===== config.mk =====
export PLATFORM = sky130hd
export DESIGN_NAME = cec_ctrl
export DESIGN_NICKNAME = d
export VERILOG_FILES = /design/src/cec_pkg.sv /design/src/cec_ctrl.sv
export VERILOG_INCLUDE_DIRS = /design/src /design/src/src
export SDC_FILE = /design/constraint.sdc
export NUM_CORES = 1
export LEC_CHECK = 0
export BUFFER_PORTS_ARGS = -buffer_cell sky130_fd_sc_hd__buf_2
export CAP_MARGIN = 5
export CORE_UTILIZATION = 35
export CTS_BUF_LIST = sky130_fd_sc_hd__clkbuf_8
export CTS_CLUSTER_DIAMETER = 40
export DETAILED_ROUTE_END_ITERATION = 6
export PLACE_DENSITY_LB_ADDON = 0.2
export SYNTH_ARGS = -nofsm -noshare
export SYNTH_HDL_FRONTEND = slang
export SYNTH_SLANG_ARGS = --single-unit

===== constraint.sdc =====
create_clock -name i_core_clk -period 4.4 [get_ports i_core_clk]
set_input_delay 0.66 -clock i_core_clk [delete_from_list [all_inputs] [get_ports i_core_clk]]
set_output_delay 0.66 -clock i_core_clk [all_outputs]
set_load 0.02 [all_outputs]

===== src/cec_consts.svh =====
// Purpose: Offsets, bit positions, reset values and counts for the
//          crypto engine controller registers.
// Assumes: Bit positions are LSB-numbered (bit 0 = least significant).
// Notes:   Included by the package; definitions only.
`ifndef CEC_CONSTS_SVH
`define CEC_CONSTS_SVH

// Register byte offsets on the plain register port
`define CEC_ADDR_W 18
`define CEC_OFS_IEN 18'h31008
`define CEC_OFS_IST 18'h31010
`define CEC_OFS_ICLR 18'h31018
`define CEC_OFS_UASG 18'h31028
`define CEC_OFS_MCTL 18'h31030

// Reset values
`define CEC_IEN_RST 64'h0000_0000_0000_0000
`define CEC_MCTL_RST 32'h0000_0000

// Interrupt bit positions
`define CEC_BIT_FETCH_WRAP 55
`define CEC_BIT_DESC_WRAP 54
`define CEC_BIT_DIN_WRAP 53
`define CEC_BIT_DOUT_WRAP 52
`define CEC_BIT_ITO 48
`define CEC_BIT_OVF_BASE 40
`define CEC_BIT_CH_DN_BASE 32
// Done bit of units 0..7, five bits each, unit 0 lowest; error is done+1
`define CEC_UNIT_DN_POS {5'd0, 5'd4, 5'd8, 5'd12, 5'd16, 5'd20, 5'd24, 5'd26}
// Implemented bits; all others read zero
`define CEC_IRQ_MASK 64'h00f1_0fff_0f33_3333
`define CEC_DONE_MASK 64'h0000_0055_0000_0000

// Master control bit positions
`define CEC_MC_SNOOP 33
`define CEC_MC_SRST 32

// Unit assignment codes
`define CEC_ASG_FREE 4'h0
`define CEC_ASG_UNAVAIL 4'hf

// Counts
`define CEC_TIMEOUT_CYC 5'd16
`define CEC_QUEUE_MAX 4'hf
`define CEC_SRST_CYC 4'h8
`define CEC_PRIO_ZERO_AS 9'h100

`endif


===== src/cec_pkg.sv =====
// Purpose: Types shared by the crypto engine controller registers.
// Assumes: cec_consts.svh gives the widths.
// Notes:   All state of the controller is one packed struct.
`include "cec_consts.svh"

package cec_pkg;

	// Register port request from host software
	typedef struct packed {
		logic wr;
		logic rd;
		logic [`CEC_ADDR_W-1:0] addr;
		logic [63:0] wdata;
	} cec_bus_t;

	// Counter rollover pulses from the fetch and data counters
	typedef struct packed {
		logic fetch_enqueue_wrap;
		logic descriptor_finished_wrap;
		logic data_in_wrap;
		logic data_out_wrap;
	} cec_wrap_t;

	// Unit reservation or release by a channel (chan 0..3 = ch1..ch4)
	typedef struct packed {
		logic valid;
		logic release_unit;
		logic [1:0] chan;
		logic [2:0] unit;
	} cec_rsv_t;

	// Internal slave access in flight towards a channel or unit
	typedef struct packed {
		logic busy;
		logic ack;
	} cec_slv_t;

	typedef struct packed {
		logic [63:0] en;
		logic [63:0] st;
		logic [63:0] pend;
		logic [3:0][3:0] dq;
		logic [7:0][3:0] asg;
		logic snoop;
		logic [31:0] prio;
		logic srst;
		logic [3:0] srst_cnt;
		logic [4:0] to_cnt;
		logic to_abort;
		logic [1:0][1:0] last;
		logic [1:0][1:0][8:0] deny;
		logic [1:0][3:0] grant;
		logic rsv_ok;
		logic rsv_refused;
		logic irq;
		logic [63:0] rdata;
	} cec_state_t;

endpackage


===== src/cec_ctrl.sv =====
// Purpose: Controller registers of the crypto engine: unit assignment,
//          interrupt enable/status/clear, done queues, master control
//          and the two weighted/round-robin channel arbiters.
// Assumes: All event inputs come from logic on i_core_clk.
// Notes:   Notes on behaviour below.
// Register map, byte offsets on the plain register port:
//   interrupt_enable        read-write, reset all zero
//   interrupt_status        read-only, writes are ignored
//   interrupt_clear         write-only, reads return zero
//   unit_assignment_status  read-only, eight four-bit fields
//   master_control          snoop, soft reset and four counts
// Any other offset reads zero and ignores writes.
//
// Bit numbering:
//   All registers use LSB numbering inside this block, so a bit
//   that software lists as position b sits at our index 63 - b.
//   The header of constants holds every position already flipped.
//
// Read timing:
//   A read strobe is taken at one rising edge and its data stand on
//   o_rdata for exactly the following cycle; outside that slot the
//   port reads zero, which keeps a monitor from seeing stale words.
//   The slave never inserts wait states.
//
// Interrupt timing:
//   A cause taken at edge n sets its status bit at edge n and the
//   host interrupt at the same edge. A clear written at edge n drops
//   the bit at that same edge n. Enable is looked at as registered, so a
//   cause in the same cycle as the enable write is dropped.
//
// Clear against a live cause:
//   The clear wins for one cycle and the bit returns in the next,
//   so software sees the clear take effect yet no event is lost.
//   Channel done bits do the same through their queue counters.
//
// Done queues:
//   Each channel counts up to fifteen extra done events. A further
//   event while the counter is full raises the overflow bit of that
//   channel and is otherwise lost; software must drain faster.
//
// Unit assignment:
//   A reservation answers with one pulse, ok or refused, in the
//   cycle after the request. A release by a channel that does not
//   own the unit is ignored without any answer, so a faulty channel
//   cannot free a unit held by another one.
//
// Arbiters:
//   Both arbiters decide every cycle and show a one-hot grant for
//   one cycle. A denial counter stops once its channel is promoted
//   and restarts from zero when that channel wins; the counters are
//   nine bits wide so that a zero count can stand for 256.
//
// Soft reset:
//   Writing the reset bit holds o_soft_reset high for nine cycles.
//   Status, queues, table and arbiters are wiped meanwhile; enable
//   and master control settings survive so that software need not
//   program them again.
//
// Internal watchdog:
//   An internal access left unanswered for sixteen edges is closed
//   by a one-cycle abort pulse; the counter then starts again, so a
//   slave that stays silent is aborted once every sixteen cycles.
//
// The implementer's own choice: the address-and-strobe port.
`timescale 1ns/10ps

module cec_ctrl
	import cec_pkg::*;
(
	input wire logic i_core_clk,
	input wire logic i_rstn,
	input wire cec_bus_t i_bus,
	output logic [63:0] o_rdata,
	input wire cec_wrap_t i_wrap,
	input wire logic [3:0] i_ch_done,
	input wire logic [3:0] i_ch_err,
	input wire logic [7:0] i_unit_done,
	input wire logic [7:0] i_unit_err,
	input wire logic [7:0] i_unit_unavail,
	input wire cec_rsv_t i_rsv,
	output logic o_rsv_ok,
	output logic o_rsv_refused,
	input wire cec_slv_t i_slv,
	output logic o_slv_abort,
	input wire logic [1:0][3:0] i_arb_req,
	output logic [1:0][3:0] o_arb_grant,
	output logic o_snoop_inhibit,
	output logic o_soft_reset,
	output logic o_irq
);

	cec_state_t s_reg;
	cec_state_t s_next;

	// Next-state logic for the whole controller
	always_comb begin
		logic [63:0] clr;
		logic [63:0] cause;
		logic [63:0] gen;
		logic [63:0] dn_st;
		logic [4:0] pos;
		logic [3:0] cnt;
		logic [3:0] g;
		logic [7:0] c3;
		logic [7:0] c4;
		logic [8:0] lim3;
		logic [8:0] lim4;
		logic [1:0] idx;
		logic cur;
		logic cl;
		logic found;
		logic el3;
		logic el4;
		clr = '0;
		cause = '0;
		gen = '0;
		dn_st = '0;
		pos = '0;
		cnt = '0;
		g = '0;
		c3 = '0;
		c4 = '0;
		lim3 = '0;
		lim4 = '0;
		idx = '0;
		cur = 1'b0;
		cl = 1'b0;
		found = 1'b0;
		el3 = 1'b0;
		el4 = 1'b0;
		s_next = s_reg;
		s_next.rsv_ok = 1'b0;
		s_next.rsv_refused = 1'b0;
		s_next.to_abort = 1'b0;

		// Register writes; clear is write-only and acts for one cycle
		if (i_bus.wr) begin
			if (i_bus.addr == `CEC_OFS_IEN) begin
				s_next.en = i_bus.wdata & `CEC_IRQ_MASK;
			end else if (i_bus.addr == `CEC_OFS_ICLR) begin
				clr = i_bus.wdata & `CEC_IRQ_MASK;
			end else if (i_bus.addr == `CEC_OFS_MCTL) begin
				s_next.snoop = i_bus.wdata[`CEC_MC_SNOOP];
				s_next.prio = i_bus.wdata[31:0];
				if (i_bus.wdata[`CEC_MC_SRST]) begin
					s_next.srst = 1'b1;
					s_next.srst_cnt = `CEC_SRST_CYC;
				end
			end
		end

		// Register reads; unmapped and write-only offsets read zero
		s_next.rdata = '0;
		if (i_bus.rd) begin
			if (i_bus.addr == `CEC_OFS_IEN) begin
				s_next.rdata = s_reg.en;
			end else if (i_bus.addr == `CEC_OFS_IST) begin
				s_next.rdata = s_reg.st;
			end else if (i_bus.addr == `CEC_OFS_UASG) begin
				s_next.rdata = {32'h0000_0000, s_reg.asg};
			end else if (i_bus.addr == `CEC_OFS_MCTL) begin
				s_next.rdata = {30'h0000_0000, s_reg.snoop, s_reg.srst,
					s_reg.prio};
			end
		end

		// Slave watchdog: a channel or unit that never answers would hang
		// the internal bus, so the access is closed as failed
		if (i_slv.busy && !i_slv.ack) begin
			if (s_reg.to_cnt == `CEC_TIMEOUT_CYC - 5'd1) begin
				s_next.to_cnt = '0;
				s_next.to_abort = 1'b1;
				cause[`CEC_BIT_ITO] = 1'b1;
			end else begin
				s_next.to_cnt = s_reg.to_cnt + 5'd1;
			end
		end else begin
			s_next.to_cnt = '0;
		end

		// Interrupt causes from counters, channels and units
		cause[`CEC_BIT_FETCH_WRAP] = i_wrap.fetch_enqueue_wrap;
		cause[`CEC_BIT_DESC_WRAP] = i_wrap.descriptor_finished_wrap;
		cause[`CEC_BIT_DIN_WRAP] = i_wrap.data_in_wrap;
		cause[`CEC_BIT_DOUT_WRAP] = i_wrap.data_out_wrap;
		for (int c = 0; c < 4; c++) begin
			cause[`CEC_BIT_CH_DN_BASE + 2 * c + 1] = i_ch_err[c];
		end
		// Unit done arrives already qualified by the unit itself
		for (int u = 0; u < 8; u++) begin
			pos = 5'(`CEC_UNIT_DN_POS >> (5 * u));
			cause[pos] = i_unit_done[u];
			cause[pos + 5'd1] = i_unit_err[u];
		end

		// Channel done queues: extra done events wait in a counter and
		// re-raise the bit one cycle after each clear
		for (int c = 0; c < 4; c++) begin
			cl = clr[`CEC_BIT_CH_DN_BASE + 2 * c];
			cur = s_reg.st[`CEC_BIT_CH_DN_BASE + 2 * c] & ~cl;
			cnt = s_reg.dq[c];
			if (!cur && !cl && cnt != 4'h0) begin
				cur = 1'b1;
				cnt = cnt - 4'h1;
			end
			if (i_ch_done[c]) begin
				if (!cur && !cl) begin
					cur = 1'b1;
				end else if (cnt != `CEC_QUEUE_MAX) begin
					cnt = cnt + 4'h1;
				end else begin
					cause[`CEC_BIT_OVF_BASE + c] = 1'b1;
				end
			end
			if (!s_reg.en[`CEC_BIT_CH_DN_BASE + 2 * c]) begin
				cur = 1'b0;
				cnt = 4'h0;
			end
			dn_st[`CEC_BIT_CH_DN_BASE + 2 * c] = cur;
			s_next.dq[c] = cnt;
		end

		// Other bits: a cause during its clear is held and sets the bit
		// one cycle later, so the clear shows yet no event is lost
		gen = ((s_reg.st | cause) & ~clr) | s_reg.pend;
		s_next.pend = clr & cause & s_reg.en & ~`CEC_DONE_MASK;
		s_next.st = ((gen & ~`CEC_DONE_MASK) | dn_st) & s_reg.en
			& `CEC_IRQ_MASK;

		// Unit assignment table
		for (int u = 0; u < 8; u++) begin
			if (i_unit_unavail[u] && s_reg.asg[u] == `CEC_ASG_FREE) begin
				s_next.asg[u] = `CEC_ASG_UNAVAIL;
			end else if (!i_unit_unavail[u]
				&& s_reg.asg[u] == `CEC_ASG_UNAVAIL) begin
				s_next.asg[u] = `CEC_ASG_FREE;
			end
		end
		if (i_rsv.valid) begin
			if (i_rsv.release_unit) begin
				if (s_reg.asg[i_rsv.unit] == {2'b00, i_rsv.chan} + 4'h1) begin
					s_next.asg[i_rsv.unit] = `CEC_ASG_FREE;
				end
			end else if (s_reg.asg[i_rsv.unit] == `CEC_ASG_FREE
				&& !i_unit_unavail[i_rsv.unit]) begin
				s_next.asg[i_rsv.unit] = {2'b00, i_rsv.chan} + 4'h1;
				s_next.rsv_ok = 1'b1;
			end else begin
				s_next.rsv_refused = 1'b1;
			end
		end

		// Arbiters: index 0 for the shared bus, 1 for the units
		for (int k = 0; k < 2; k++) begin
			c3 = (k == 0) ? s_reg.prio[15:8] : s_reg.prio[31:24];
			c4 = (k == 0) ? s_reg.prio[7:0] : s_reg.prio[23:16];
			lim3 = (c3 == 8'h00) ? `CEC_PRIO_ZERO_AS : {1'b0, c3};
			lim4 = (c4 == 8'h00) ? `CEC_PRIO_ZERO_AS : {1'b0, c4};
			el3 = s_reg.deny[k][0] >= lim3;
			el4 = s_reg.deny[k][1] >= lim4;
			g = 4'h0;
			found = 1'b0;
			if (c3 == 8'h00 && c4 == 8'h00) begin
				for (int j = 1; j < 5; j++) begin
					idx = s_reg.last[k] + j[1:0];
					if (!found && i_arb_req[k][idx]) begin
						g[idx] = 1'b1;
						found = 1'b1;
					end
				end
			end else if (i_arb_req[k][0]) begin
				g = 4'h1;
			end else if (el3 && i_arb_req[k][2]) begin
				g = 4'h4;
			end else if (el4 && i_arb_req[k][3]) begin
				g = 4'h8;
			end else if (i_arb_req[k][1]) begin
				g = 4'h2;
			end else if (i_arb_req[k][2]) begin
				g = 4'h4;
			end else if (i_arb_req[k][3]) begin
				g = 4'h8;
			end
			s_next.grant[k] = g;
			// Remember the winner and count losses of channels 3 and 4
			if (g != 4'h0) begin
				s_next.last[k] = {g[3] | g[2], g[3] | g[1]};
				if (g[2]) begin
					s_next.deny[k][0] = '0;
				end else if (i_arb_req[k][2] && !el3) begin
					s_next.deny[k][0] = s_reg.deny[k][0] + 9'd1;
				end
				if (g[3]) begin
					s_next.deny[k][1] = '0;
				end else if (i_arb_req[k][3] && !el4) begin
					s_next.deny[k][1] = s_reg.deny[k][1] + 9'd1;
				end
			end
		end

		// Software reset: engine state is cleared while it runs; the
		// enable and master control settings are kept
		if (s_reg.srst) begin
			if (s_reg.srst_cnt == 4'h0) begin
				s_next.srst = 1'b0;
			end else begin
				s_next.srst_cnt = s_reg.srst_cnt - 4'h1;
			end
			s_next.st = '0;
			s_next.pend = '0;
			s_next.dq = '0;
			s_next.asg = '0;
			s_next.deny = '0;
			s_next.last = '0;
			s_next.grant = '0;
			s_next.to_cnt = '0;
			s_next.rsv_ok = 1'b0;
			s_next.rsv_refused = 1'b0;
		end

		s_next.irq = |s_next.st;
	end

	// State register; everything resets to zero
	always_ff @(posedge i_core_clk or negedge i_rstn) begin
		if (!i_rstn) begin
			s_reg <= '0;
			s_reg.en <= `CEC_IEN_RST;
			s_reg.prio <= `CEC_MCTL_RST;
		end else begin
			s_reg <= s_next;
		end
	end

	// Outputs straight from the state register
	assign o_rdata = s_reg.rdata;
	assign o_rsv_ok = s_reg.rsv_ok;
	assign o_rsv_refused = s_reg.rsv_refused;
	assign o_slv_abort = s_reg.to_abort;
	assign o_arb_grant = s_reg.grant;
	assign o_snoop_inhibit = s_reg.snoop;
	assign o_soft_reset = s_reg.srst;
	assign o_irq = s_reg.irq;

endmodule


; After elaboration in Yosys (flattened, before gate mapping)
; Index checks and enable logic that the tools add are counted.
[classes]
reduce_logical = 120
n_lt_le_gt_ge = 22
n_addsub = 21
n_mux = 189
bitwise = 30
n_eq_ne = 19
[op_table]
columns = cell, count
row1 = 4-bit two-way mux, 67
row2 = 64-bit two-way mux, 4
row3 = 168-bit two-way mux, 1
row4 = 64-bit by 56-bit AND with 64-bit output, 2
row5 = 32-bit two-way mux, 4
row6 = 56-bit AND, 2
row7 = 56-bit two-way mux, 2
row8 = 56-bit bitwise OR, 2
row9 = 9-bit two-way mux, 12
row10 = "18-bit equality test, second input constant", 5
row11 = 34-bit two-way mux, 2
row12 = 64-bit OR reduction, 1
row13 = 1-bit two-way mux, 62
row14 = 56-bit inverter, 1
row15 = 56-bit by 39-bit bitwise OR with 56-bit output, 1
row16 = 1-bit logical AND, 55
row17 = 50-bit two-way mux, 1
row18 = 4-bit logical NOT, 10
row19 = "9-bit by 1-bit adder with 9-bit output, second input constant", 4
row20 = 9-bit greater-or-equal comparator, 4
row21 = 18-bit two-way mux, 2
row22 = 5-bit two-way mux, 7
row23 = 32-bit AND, 1
row24 = 32-bit bitwise mux, 1
row25 = 33 further kinds, 148
[word_totals]
elab_cells = 434
output_inout_bits = 78
ff_bits = 352

; Logic depth before layout (Yosys ltp)
; Gate-level depths: netlist of the first run.
[depth]
word_depth = 21
mapped_depth = 15
depth_no_buf = 13

; Worst setup path after synthesis of the first run
; OpenSTA, ideal clock, no wires.
[synth_timing]
kind = in2reg
from = in i_bus[75] (netlist name)
to = reg s_reg (netlist bit o_irq)
arrival_time_ns = 3.392
t_required_ns = 4.262
stages = 14
setup_ns = 0.138
setup_slack_ns = 0.869
n_path_buf = 3
path_cell_list = nor4b_1 and4_1 buf_4 buf_2 buf_2 a31oi_1 nand2_1 xnor2_1 ha_1 o211ai_1 a2111oi_0 a311o_1 nand4b_1 or4_1
[synth_rtl]
columns = item, line_no
row1 = "start, declared", cec_ctrl.sv:72  ; input wire cec_bus_t i_bus,
row2 = "end signal, assigned", cec_ctrl.sv:331  ; s_reg <= s_next;
row3 = "end, declared", cec_ctrl.sv:92  ; cec_state_t s_reg;

; Worst setup path after layout of the first run
[layout_timing]
from = reg s_reg[111] (netlist name)
to = reg s_reg[75] (netlist name)
[layout_via]
elab_chain_cells = 20
[layout_rtl]
columns = item, line_no
row1 = branches (longest 15 deep; another with 2-bit by 3-bit < comparator with 1-bit output), n/a
row2 = 4-bit two-way mux *, cec_ctrl.sv:266  ; if (!found && i_arb_req[k][idx]) begin
row3 = 4-bit two-way mux *, cec_ctrl.sv:263  ; if (c3 == 8'h00 && c4 == 8'h00) begin
row4 = 4-bit nonzero test or 9-bit two-way mux (tied branches), "cec_ctrl.sv:286, cec_ctrl.sv:288"
row5 = 2-bit nonzero test (no line) or 18-bit two-way mux (tied branches), n/a
row6 = 2-bit AND reduction (no line) or 50-bit two-way mux (tied branches), n/a
; Mark *: on every way between the ends. The select of a mux whose other input is x is not followed.
; A chain may end at the register's enable or synchronous reset.

==> run_results.csv, run 1 <==
group,metric,value,unit
timing,rsz0062_at_grt,"no",
critical_path,timing.rr.start,"s_reg[111]",
grt,grt_util_all_layers,0.2078,
layout,nFillCells,4578,
critical_path,end_kind,"flop",
logic_synthesis,synth_flop_cell,"dfrtp_1",
floorplan,die_area,48920,sq um
detailed_routing,drtIter0Drc,1098,
clocking,tritoncts,"yes",
timing,layout_setup_ws,0.5325,ns
critical_path,crit_type,"flop to flop",
floorplan,die_h,221.2,um
floorplan,rows,79,
logic_synthesis,synth_top_family_by_area,"simple AND/OR/NAND/NOR gates",
detailed_routing,wl_per_cell,20.00,um
logic_synthesis,ys_seq_area_frac,0.4271,
grt,overflow,0,
logic_synthesis,synth_edf_count,0,
critical_path,crit_family,"compound AO/OA/AOI/OAI gates",
critical_path,worstPathCellList,"inv_1, ha_1, mux4_2, nor2b_1, a221o_1, a22oi_2, o22ai_1, nor4b_4, buf_4, a21oi_1, o21ai_0",
clocking,clk-insertion-delay-late,0.67,ns
clocking,cts-root-buf,"clkbuf_8",
logic_synthesis,yosys_warnings,0,
detailed_routing,first_pass_iters,5,
power_and_ir_drop,p_int,0.005698,W
detailed_routing,drtAntennaViolNets,0,
critical_path,r2r_end,"s_reg[75]",
critical_path,crit_slowest_cell,"nor4b_4",
detailed_routing,routed_wl,51110,um
floorplan,start_util,0.3581,
critical_path,critical-path-max-stage-delay,0.61,ns
critical_path,critPathBufInv,2,
placement,dp_hpwl,36270,um
logic_synthesis,synth_fa_ha_area_frac,0.04985,
timing,slew_headroom,0.1425,
logic_synthesis,yosysTopAreaCellShare,0.4271,
power_and_ir_drop,p_comb_frac,0.281,
timing,slew_violations,0,
logic_synthesis,synth_most_common_cell,"dfrtp_1",
timing,fin_skew,0.04357,ns
timing,period_share,0.8790,
placement,pre_cts_ws,0.5661,ns
placement,gp_congestion,0.8864,
clocking,cts_max_level,2,
run_status,status,"finished, final reports clean",
critical_path,cp.arrival,4.42,ns
floorplan,die_w,221.2,um
job,cap_viol_max_count,0,
placement,port-buffer-count,186,
logic_synthesis,ys_ff_latch,287,
detailed_routing,viasPerCell,5.515,
timing,period_needed,3.868,ns
power_and_ir_drop,p_clk_frac,0.346,
power_and_ir_drop,switching_share,0.3590,
logic_synthesis,netlist_area,16810,sq um
clocking,cts_resized,0,
critical_path,r2r_slack,0.53,ns
layout,final_cell_count_no_fill,2555,
logic_synthesis,synthDistinctLibCells,82,
power_and_ir_drop,leakage,9.090,nW
timing,setup_violations,0,
grt,grt_pass1_wl,80470,um
grt,grt_pass1_vias,14100,
critical_path,cp-start-kind,"flop",
grt,grt_max_degree,97,
grt,antenna_found_initial,9,
logic_synthesis,synth_xor_area_frac,0.01042,
logic_synthesis,syn_avg_cell_area,9.532,sq um
detailed_routing,vias,14090,
timing,final_hold_viol_count,0,
hold_path,hold_class,"input pin to asynchronous set/reset pin",
timing,fmax,258.6,MHz
layout,largest_reg_flops,224,
power_and_ir_drop,ir_drop,0.2180,mV
power_and_ir_drop,p_switching,0.003191,W
clocking,cts_setup_buffers,0,
logic_synthesis,syn_inst,1764,
power_and_ir_drop,p_seq_frac,0.373,
clocking,postCtsHoldBufs,0,
layout,num-nets-final,2107,
timing,tightestPinTransition,1.276,ns
logic_synthesis,synthMuxAreaShare,0.07121,
logic_synthesis,yosys-top-cells-area,"dfrtp_1 (43%), ha_1 (5.0%), mux2_2 (4.6%)",
clocking,cts_max_path_buffers,3,
power_and_ir_drop,power.density,459.5,nW/um^2
logic_synthesis,async_flop_share,1.000,
clocking,cts_made_buffers,59,
logic_synthesis,synth_simple_gate_area_frac,0.1910,
detailed_routing,post-route-drc-count,0,
logic_synthesis,synth_compound_area_frac,0.1749,
critical_path,rr_worst_depth,11,
timing,tns,0,ns
floorplan,core-area,46950,sq um
floorplan,io-pin-count,217,
clocking,clkSinkCount,287,
layout,area_growth_syn_to_layout,15.05,%
placement,place_inst,2447,
clocking,cts.clk_slew.worst_paths,0.06,ns
critical_path,cp_max_fo,14,
logic_synthesis,synthTopCellsByCount,"dfrtp_1 (287), nor2_1 (139), nand2_1 (119), inv_1 (89), o21ai_0 (84)",
critical_path,worst_ep_required_time,4.95,ns
logic_synthesis,yosys.area.top_type,"dfrtp_1",
layout,final_layout_size_suffix_gt1_frac,0.2246,
[final cells by class]
cell class,instances,area (sq um),share of cell area
Antenna cell,2,5.005,0.0002587
Inverter,89,334.1,0.01727
Clock inverter,30,275.3,0.01423
Timing Repair Buffer,226,1291,0.06675
Sequential cell,287,7183,0.3713
Clock buffer,76,1046,0.05407
Multi-Input combinational cell,1238,8451,0.4368
Tap cell,607,759.5,0.03926
[cells by family after synthesis]
family | after synthesis
AOI/OAI and AO/OA | 435
xor gates and xnor gates | 20
adders and majority gates | 67
buffers and inverters | 253
DFF | 287
muxes | 101
other | 1
and+or+nand+nor | 600
[worst reg2reg max path: cells and delay by family, from the launching register on]
family                     cells  cell delay [ns]
AOI/OAI and AO/OA              5             1.00
and+or+nand+nor                2             0.78
muxes                          1             0.55
buffers and inverters          2             0.54
DFF                            1             0.53
adders and majority gates      1             0.39
[per-stage QoR]
step	hold WS (ns)	instance area (sq um)	total power [W]	utilization
final	0.07147	19340	0.008889	0.4120
after global routing	0.1010	19340	0.009491	0.4120
after floorplan	0.3644	16870	0.005160	-
after global placement	0.4624	18020	0.005798	0.3838
after detailed placement	0.4713	18020	0.005841	0.3838
after CTS	0.07502	19340	0.008980	0.4119
[worst max-delay path by stage]
stage	depth (start not counted)	start	to
2_1_floorplan	14	i_bus[75]	o_irq
3_3_place_gp	11	s_reg[111]	s_reg[76]
3_5_place_dp	11	s_reg[111]	s_reg[75]
4_1_cts	11	s_reg[111]	s_reg[75]
5_1_grt	11	s_reg[111]	s_reg[75]
6_report	11	s_reg[111]	s_reg[75]
[power by group through the flow]
stage	logic [W]	registers [W]	clock network, W
after floorplan	0.00209	0.00307	0
after global placement	0.00246	0.00334	0
after detailed placement	0.00249	0.00335	0
after CTS	0.00250	0.00331	0.00317
after global routing	0.00285	0.00335	0.00329
final	0.00250	0.00331	0.00308
[layer usage]
layer  wire length [um]  share of wire  track usage  up-vias
met3               2961          0.058      0.04555      101
met5                 84         0.0016            0        -
met2              23970           0.47       0.3336      400
met4               1480          0.029      0.07625       14
met1              22610           0.44       0.2740     6903
li1                   -              -            -     6673
[placed cells by master, fill, tap and decap left out, drive strengths merged, types with 13 or more instances in the layout]
master,n
nor3,42
or3,14
nand2,119
a211oi,16
nand3b,21
nand4,27
buf,226
o21ai,87
clkbuf,76
ha,67
inv,99
a31oi,43
or2,13
a22oi,65
conb,15
nor2,140
dfrtp,287
and3,15
xnor2,18
nand2b,25
mux2,69
nand3,36
a21boi,21
and4,33
nor4,21
nor2b,46
a21oi,83
mux2i,24
(Power assumes the default switching activity.)
==> run 2: changes to the inputs <==
clock period = 4.7 ns   (was 4.4 ns; I/O delays follow)
==> run 2 against run 1 <==
Compared with the run above: hold slack better by 0.0054 ns; non-clock buffer count down 3; combinational power down 6%; sequential cell count unchanged; wire length down 0.55%; final cell count about the same; critical path type unchanged.
==> run_results.csv, run 2 (same netlist as run 1, synthesis figures left out) <==
group,metric,value,unit
placement,place_inst,2444,
placement,postPlaceCellArea,17980,sq um
clocking,cts-root-buf,"clkbuf_8",
detailed_routing,routed_wl,50830,um
timing,rsz0062_at_grt,"no",
critical_path,crit_type,"flop to flop",
floorplan,die_w,221.2,um
critical_path,timing.rr.start,"s_reg[113]",
detailed_routing,vias,14050,
detailed_routing,wl_per_cell,19.88,um
layout,mostFrequentLayoutCells,"dfrtp_1 (286), buf_2 (185), nor2_1 (134)",
power_and_ir_drop,power.density,436.1,nW/um^2
timing,tns,0,ns
clocking,clk-insertion-delay-late,0.67,ns
grt,overflow,0,
critical_path,worst_ep_required_time,5.25,ns
floorplan,die_h,221.2,um
floorplan,die_area,48920,sq um
placement,dp_hpwl,36290,um
layout,area_growth_syn_to_layout,15.24,%
floorplan,rows,79,
timing,fin_skew,0.04331,ns
critical_path,r2r_slack,0.77,ns
clocking,cts_setup_buffers,0,
floorplan,core-area,46950,sq um
critical_path,worstPathCellList,"inv_1, ha_1, mux4_2, nand3b_1, a311oi_1, o21ai_0, o31ai_1, buf_4, o21ai_1, or4_1, a21oi_1",
timing,fmax,254.5,MHz
floorplan,io-pin-count,217,
clocking,cts_max_path_buffers,3,
detailed_routing,first_pass_iters,5,
grt,grt_pass1_wl,80250,um
placement,gp_congestion,0.8708,
timing,slew_violations,0,
floorplan,start_util,0.3581,
grt,grt_util_all_layers,0.2062,
layout,fin_area,19380,sq um
timing,final_hold_viol_count,0,
critical_path,end_kind,"flop",
clocking,clkSinkCount,287,
critical_path,rr_worst_depth,11,
power_and_ir_drop,ir_drop,0.2338,mV
grt,grt_pass1_vias,13980,
timing,period_needed,3.929,ns
placement,port-buffer-count,186,
critical_path,r2r_end,"s_reg[100]",
critical_path,cp.arrival,4.48,ns
detailed_routing,post-route-drc-count,0,
clocking,cts_resized,0,
timing,tightestPinTransition,1.230,ns
detailed_routing,drtIter0Drc,1000,
layout,num-nets-final,2103,
layout,final_common_cell,"dfrtp_1",
clocking,cts_made_buffers,58,
layout,largest_reg_flops,224,
critical_path,cp_max_fo,16,
clocking,cts.clk_slew.worst_paths,0.05,ns
timing,slew_headroom,0.1737,
detailed_routing,viasPerCell,5.495,
grt,antenna_found_initial,9,
clocking,postCtsHoldBufs,0,
layout,final_layout_size_suffix_gt1_frac,0.2234,
job,cap_viol_max_count,0,
hold_path,hold_class,"input pin to asynchronous set/reset pin",
run_status,status,"finished, final reports clean",
detailed_routing,drtAntennaViolNets,0,
grt,grt_max_degree,108,
timing,period_share,0.8359,
critical_path,critical-path-max-stage-delay,0.59,ns
power_and_ir_drop,leakage,9.111,nW
timing,setup_violations,0,
clocking,cts_max_level,2,
clocking,tritoncts,"yes",
critical_path,crit_slowest_cell,"mux4_2",
critical_path,cp-start-kind,"flop",
layout,final_cell_count_no_fill,2557,
layout,nFillCells,4617,
run 2: changes by cell type in the layout (fill, tap and decap cells not counted):
cell       before  now
buf_4          36   34
inv_1          98  101
inv_12          1    2
buf_12          4    3
diode_2         2    3
clkinv_8        1    0
bufinv_16       4    6
inv_6           0    1
clkinv_4        1    2
clkinv_2       10    8
clkbuf_8       76   75
run 2: worst max path at each step:
stage                     startpoint          to  depth (start not counted)  slack (ns)
after global routing      s_reg[113]  s_reg[100]                         11        0.46
after detailed placement   i_bus[75]       o_irq                         10        0.74
after global placement     i_bus[75]       o_irq                         10        0.74
final                     s_reg[113]  s_reg[100]                         11        0.77
after floorplan            i_bus[75]       o_irq                         14        1.12
after CTS                 s_reg[113]  s_reg[100]                         11        0.74
run 2: final cells by class:
| cell class | count | area (sq um) | area share |
|---|---|---|---|
| clock buffers | 75 | 1032 | 0.05327 |
| clock inverters | 35 | 354.1 | 0.01827 |
| well taps | 607 | 759.5 | 0.03919 |
| inverters | 89 | 334.1 | 0.01724 |
| multi-input cells | 1238 | 8451 | 0.4361 |
| flip-flops and latches | 287 | 7183 | 0.3707 |
| diodes | 3 | 7.507 | 0.0003874 |
| repair buffers | 223 | 1256 | 0.06483 |
run 2: stage by stage:
step / hold slack (ns) / total power (W) / setup slack, ns / utilization
3_3_place_gp: 0.4640 / 0.005443 / 0.7391 / 0.3830
5_1_grt: 0.1421 / 0.009022 / 0.4571 / 0.4127
4_1_cts: 0.1237 / 0.008540 / 0.7442 / 0.4126
3_5_place_dp: 0.4758 / 0.005501 / 0.7392 / 0.3830
6_report: 0.07685 / 0.008451 / 0.7714 / 0.4127
2_1_floorplan: 0.4094 / 0.004830 / 1.124 / -
run 2: routing by layer:
layer  vias up  routed length, um  global-route usage
met1      6953              23100              0.2788
met4        12               1044             0.05865
li1       6660                  -                   -
met5         -                 72                   0
met3        71               2752             0.04276
met2       354              23860              0.3323
run 2: critical path: cells and delay by family, from the launching register on:
| kind | cells | cell delay (ns) |
|---|---|---|
| compound gates | 5 | 1.08 |
| buf+inv | 2 | 0.41 |
| simple gates | 2 | 0.77 |
| fa+ha+maj | 1 | 0.39 |
| flops | 1 | 0.58 |
| mux | 1 | 0.59 |
run 2: report_power, final:
group,switching (W),internal [W]
clock,0.00120,0.00179
sequential,0.000417,0.00268
combinational,0.00137,0.000993
==> run 3: changes to the inputs <==
clock period = 3.3 ns   (was 4.7 ns; I/O delays follow)
==> run 3 against run 2 <==
Compared with the run above: non-clock buffer count rose by 85; die area did not move; register-to-register slack got worse by 0.62 ns; via count rose by 3.8%; core utilization rose by 1.6 points; sequential cell count did not move; count of clock-buffer cells in the layout did not move; critical endpoint is now s_reg[84]; highest routed layer unchanged.
==> run_results.csv, run 3 (same netlist as run 1, synthesis figures left out) <==
group,metric,value,unit
run_status,status,"finished, final reports clean",
detailed_routing,drtIter0Drc,1009,
layout,final_cell_count_no_fill,2642,
timing,fin_skew,0.05260,ns
layout,final_layout_size_suffix_gt1_frac,0.2613,
layout,final_core_util,0.4290,
timing,tightestPinTransition,0.7277,ns
grt,grt_max_degree,84,
hold_path,hold_class,"input pin to flop",
timing,final_hold_viol_count,0,
floorplan,die_area,48920,sq um
critical_path,end_kind,"flop",
layout,largest_reg_flops,224,
grt,antenna_found_initial,7,
placement,port-buffer-count,186,
clocking,cts.clk_slew.worst_paths,0.06,ns
grt,grt_pass1_wl,82270,um
timing,rsz0062_at_grt,"yes",
critical_path,worst_ep_required_time,3.84,ns
timing,slew_headroom,0.5149,
clocking,clk-insertion-delay-late,0.66,ns
placement,gp_congestion,0.8771,
detailed_routing,drtAntennaViolNets,0,
power_and_ir_drop,power.density,612.2,nW/um^2
floorplan,rows,79,
power_and_ir_drop,ir_drop,0.2958,mV
timing,slew_violations,0,
floorplan,die_h,221.2,um
layout,area_growth_syn_to_layout,19.79,%
critical_path,crit_slowest_cell,"mux4_2",
timing,tns,0,ns
critical_path,critical-path-max-stage-delay,0.54,ns
layout,num-nets-final,2190,
floorplan,start_util,0.3581,
clocking,clkSinkCount,287,
detailed_routing,vias,14590,
layout,multiInputGateArea,8556,sq um
grt,grt_pass1_vias,14580,
critical_path,cp-start-kind,"flop",
critical_path,crit_type,"flop to flop",
timing,fmax,317.8,MHz
layout,nFillCells,4610,
critical_path,crit_family,"multiplexers",
clocking,cts_max_path_buffers,3,
clocking,cts_made_buffers,60,
critical_path,worstPathCellList,"inv_1, ha_1, mux4_2, nor2b_1, a221o_1, a22oi_2, o22ai_2, nor4b_4, buf_6, a21oi_2, buf_4, mux2_2",
detailed_routing,routed_wl,52630,um
floorplan,core-area,46950,sq um
floorplan,io-pin-count,217,
detailed_routing,viasPerCell,5.522,
floorplan,die_w,221.2,um
layout,fin_area,20140,sq um
placement,postPlaceCellArea,18700,sq um
power_and_ir_drop,leakage,9.561,nW
layout,mostFrequentLayoutCells,"dfrtp_1 (285), buf_2 (185), nor2_1 (133)",
clocking,tritoncts,"yes",
detailed_routing,first_pass_iters,6,
critical_path,cp.arrival,3.69,ns
job,cap_viol_max_count,0,
grt,grt_util_all_layers,0.2120,
timing,period_share,0.9536,
clocking,cts-root-buf,"clkbuf_8",
placement,place_inst,2528,
grt,overflow,0,
timing,period_needed,3.147,ns
layout,seq_area,7184,sq um
layout,final_common_cell,"dfrtp_1",
critical_path,critPathBufInv,3,
critical_path,cp_max_fo,9,
detailed_routing,post-route-drc-count,0,
detailed_routing,wl_per_cell,19.92,um
clocking,cts_max_level,2,
placement,dp_hpwl,37810,um
timing,setup_violations,0,
clocking,cts_setup_buffers,0,
[run 3: cell types whose count changed in the layout (fill, tap and decap cells not counted), sizes merged]
cell,before,now
buf,223,307
bufinv,6,4
clkinv,10,9
dlygate4sd3,0,1
inv,104,107
[run 3: worst register-to-register path: cells and delay by family (launching register included)]
kind / cells / cell delay, ns
simple gates: 2 / 0.47
buf+inv: 3 / 0.40
mux: 2 / 0.80
compound gates: 4 / 0.69
flops: 1 / 0.35
fa+ha+maj: 1 / 0.34
[run 3: metal layers]
metal | part of all wire | track usage | vias up
li1 | - | - | 6829
met1 | 0.44 | 0.2786 | 7184
met2 | 0.47 | 0.3475 | 450
met3 | 0.059 | 0.04090 | 117
met4 | 0.031 | 0.07444 | 10
met5 | 0.0010 | 0 | -
[run 3: path summary, 6_finish.rpt]
check	depth (start not counted)	slack, ns	to	startpoint
worst max register to register	12	0.15	s_reg[84]	s_reg[111]
worst min register to register	2	0.50	s_reg[275]	s_reg[211]
worst max-delay path	12	0.15	s_reg[84]	s_reg[111]
min in group asynchronous	2	0.43	s_reg[120]	i_rstn
max in group asynchronous	3	1.98	s_reg[377]	i_rstn
worst min-delay path	2	0.08	s_reg[324]	i_bus[53]
[run 3: cell type report]
type	instances	share of cell area
Inverter	89	0.01658
Clock inverter	35	0.01398
Antenna cell	3	0.0003727
Multi-Input combinational cell	1238	0.4247
Clock buffer	75	0.05125
Tap cell	607	0.03770
Sequential cell	287	0.3567
Timing Repair Buffer	308	0.09870
[run 3: metrics by stage]
stage | setup slack, ns | hold slack, ns | power [W]
6_report | 0.1533 | 0.07723 | 0.01233
5_1_grt | -0.02134 | 0.03861 | 0.01310
4_1_cts | 0.01282 | 0.02112 | 0.01233
3_5_place_dp | -0.1494 | 0.4783 | 0.008187
3_3_place_gp | -0.1625 | 0.4694 | 0.008114
2_1_floorplan | 0.006410 | 0.1994 | 0.006880
[run 3: where the power goes]
group          leakage, nW  switching [W]  internal (W)
logic                 4.96        0.00217       0.00176
clock network        0.729        0.00170       0.00237
registers             3.88       0.000516       0.00382
[run 3: repair_timing]
| item | 4_1_cts | 5_1_grt |
|---|---|---|
| endpoints found under the hold margin | 71 | 0 |
| resized for setup | 0 | 19 |
| setup endpoints to repair | 0 | 24 |
| hold buffers | 1 | 0 |
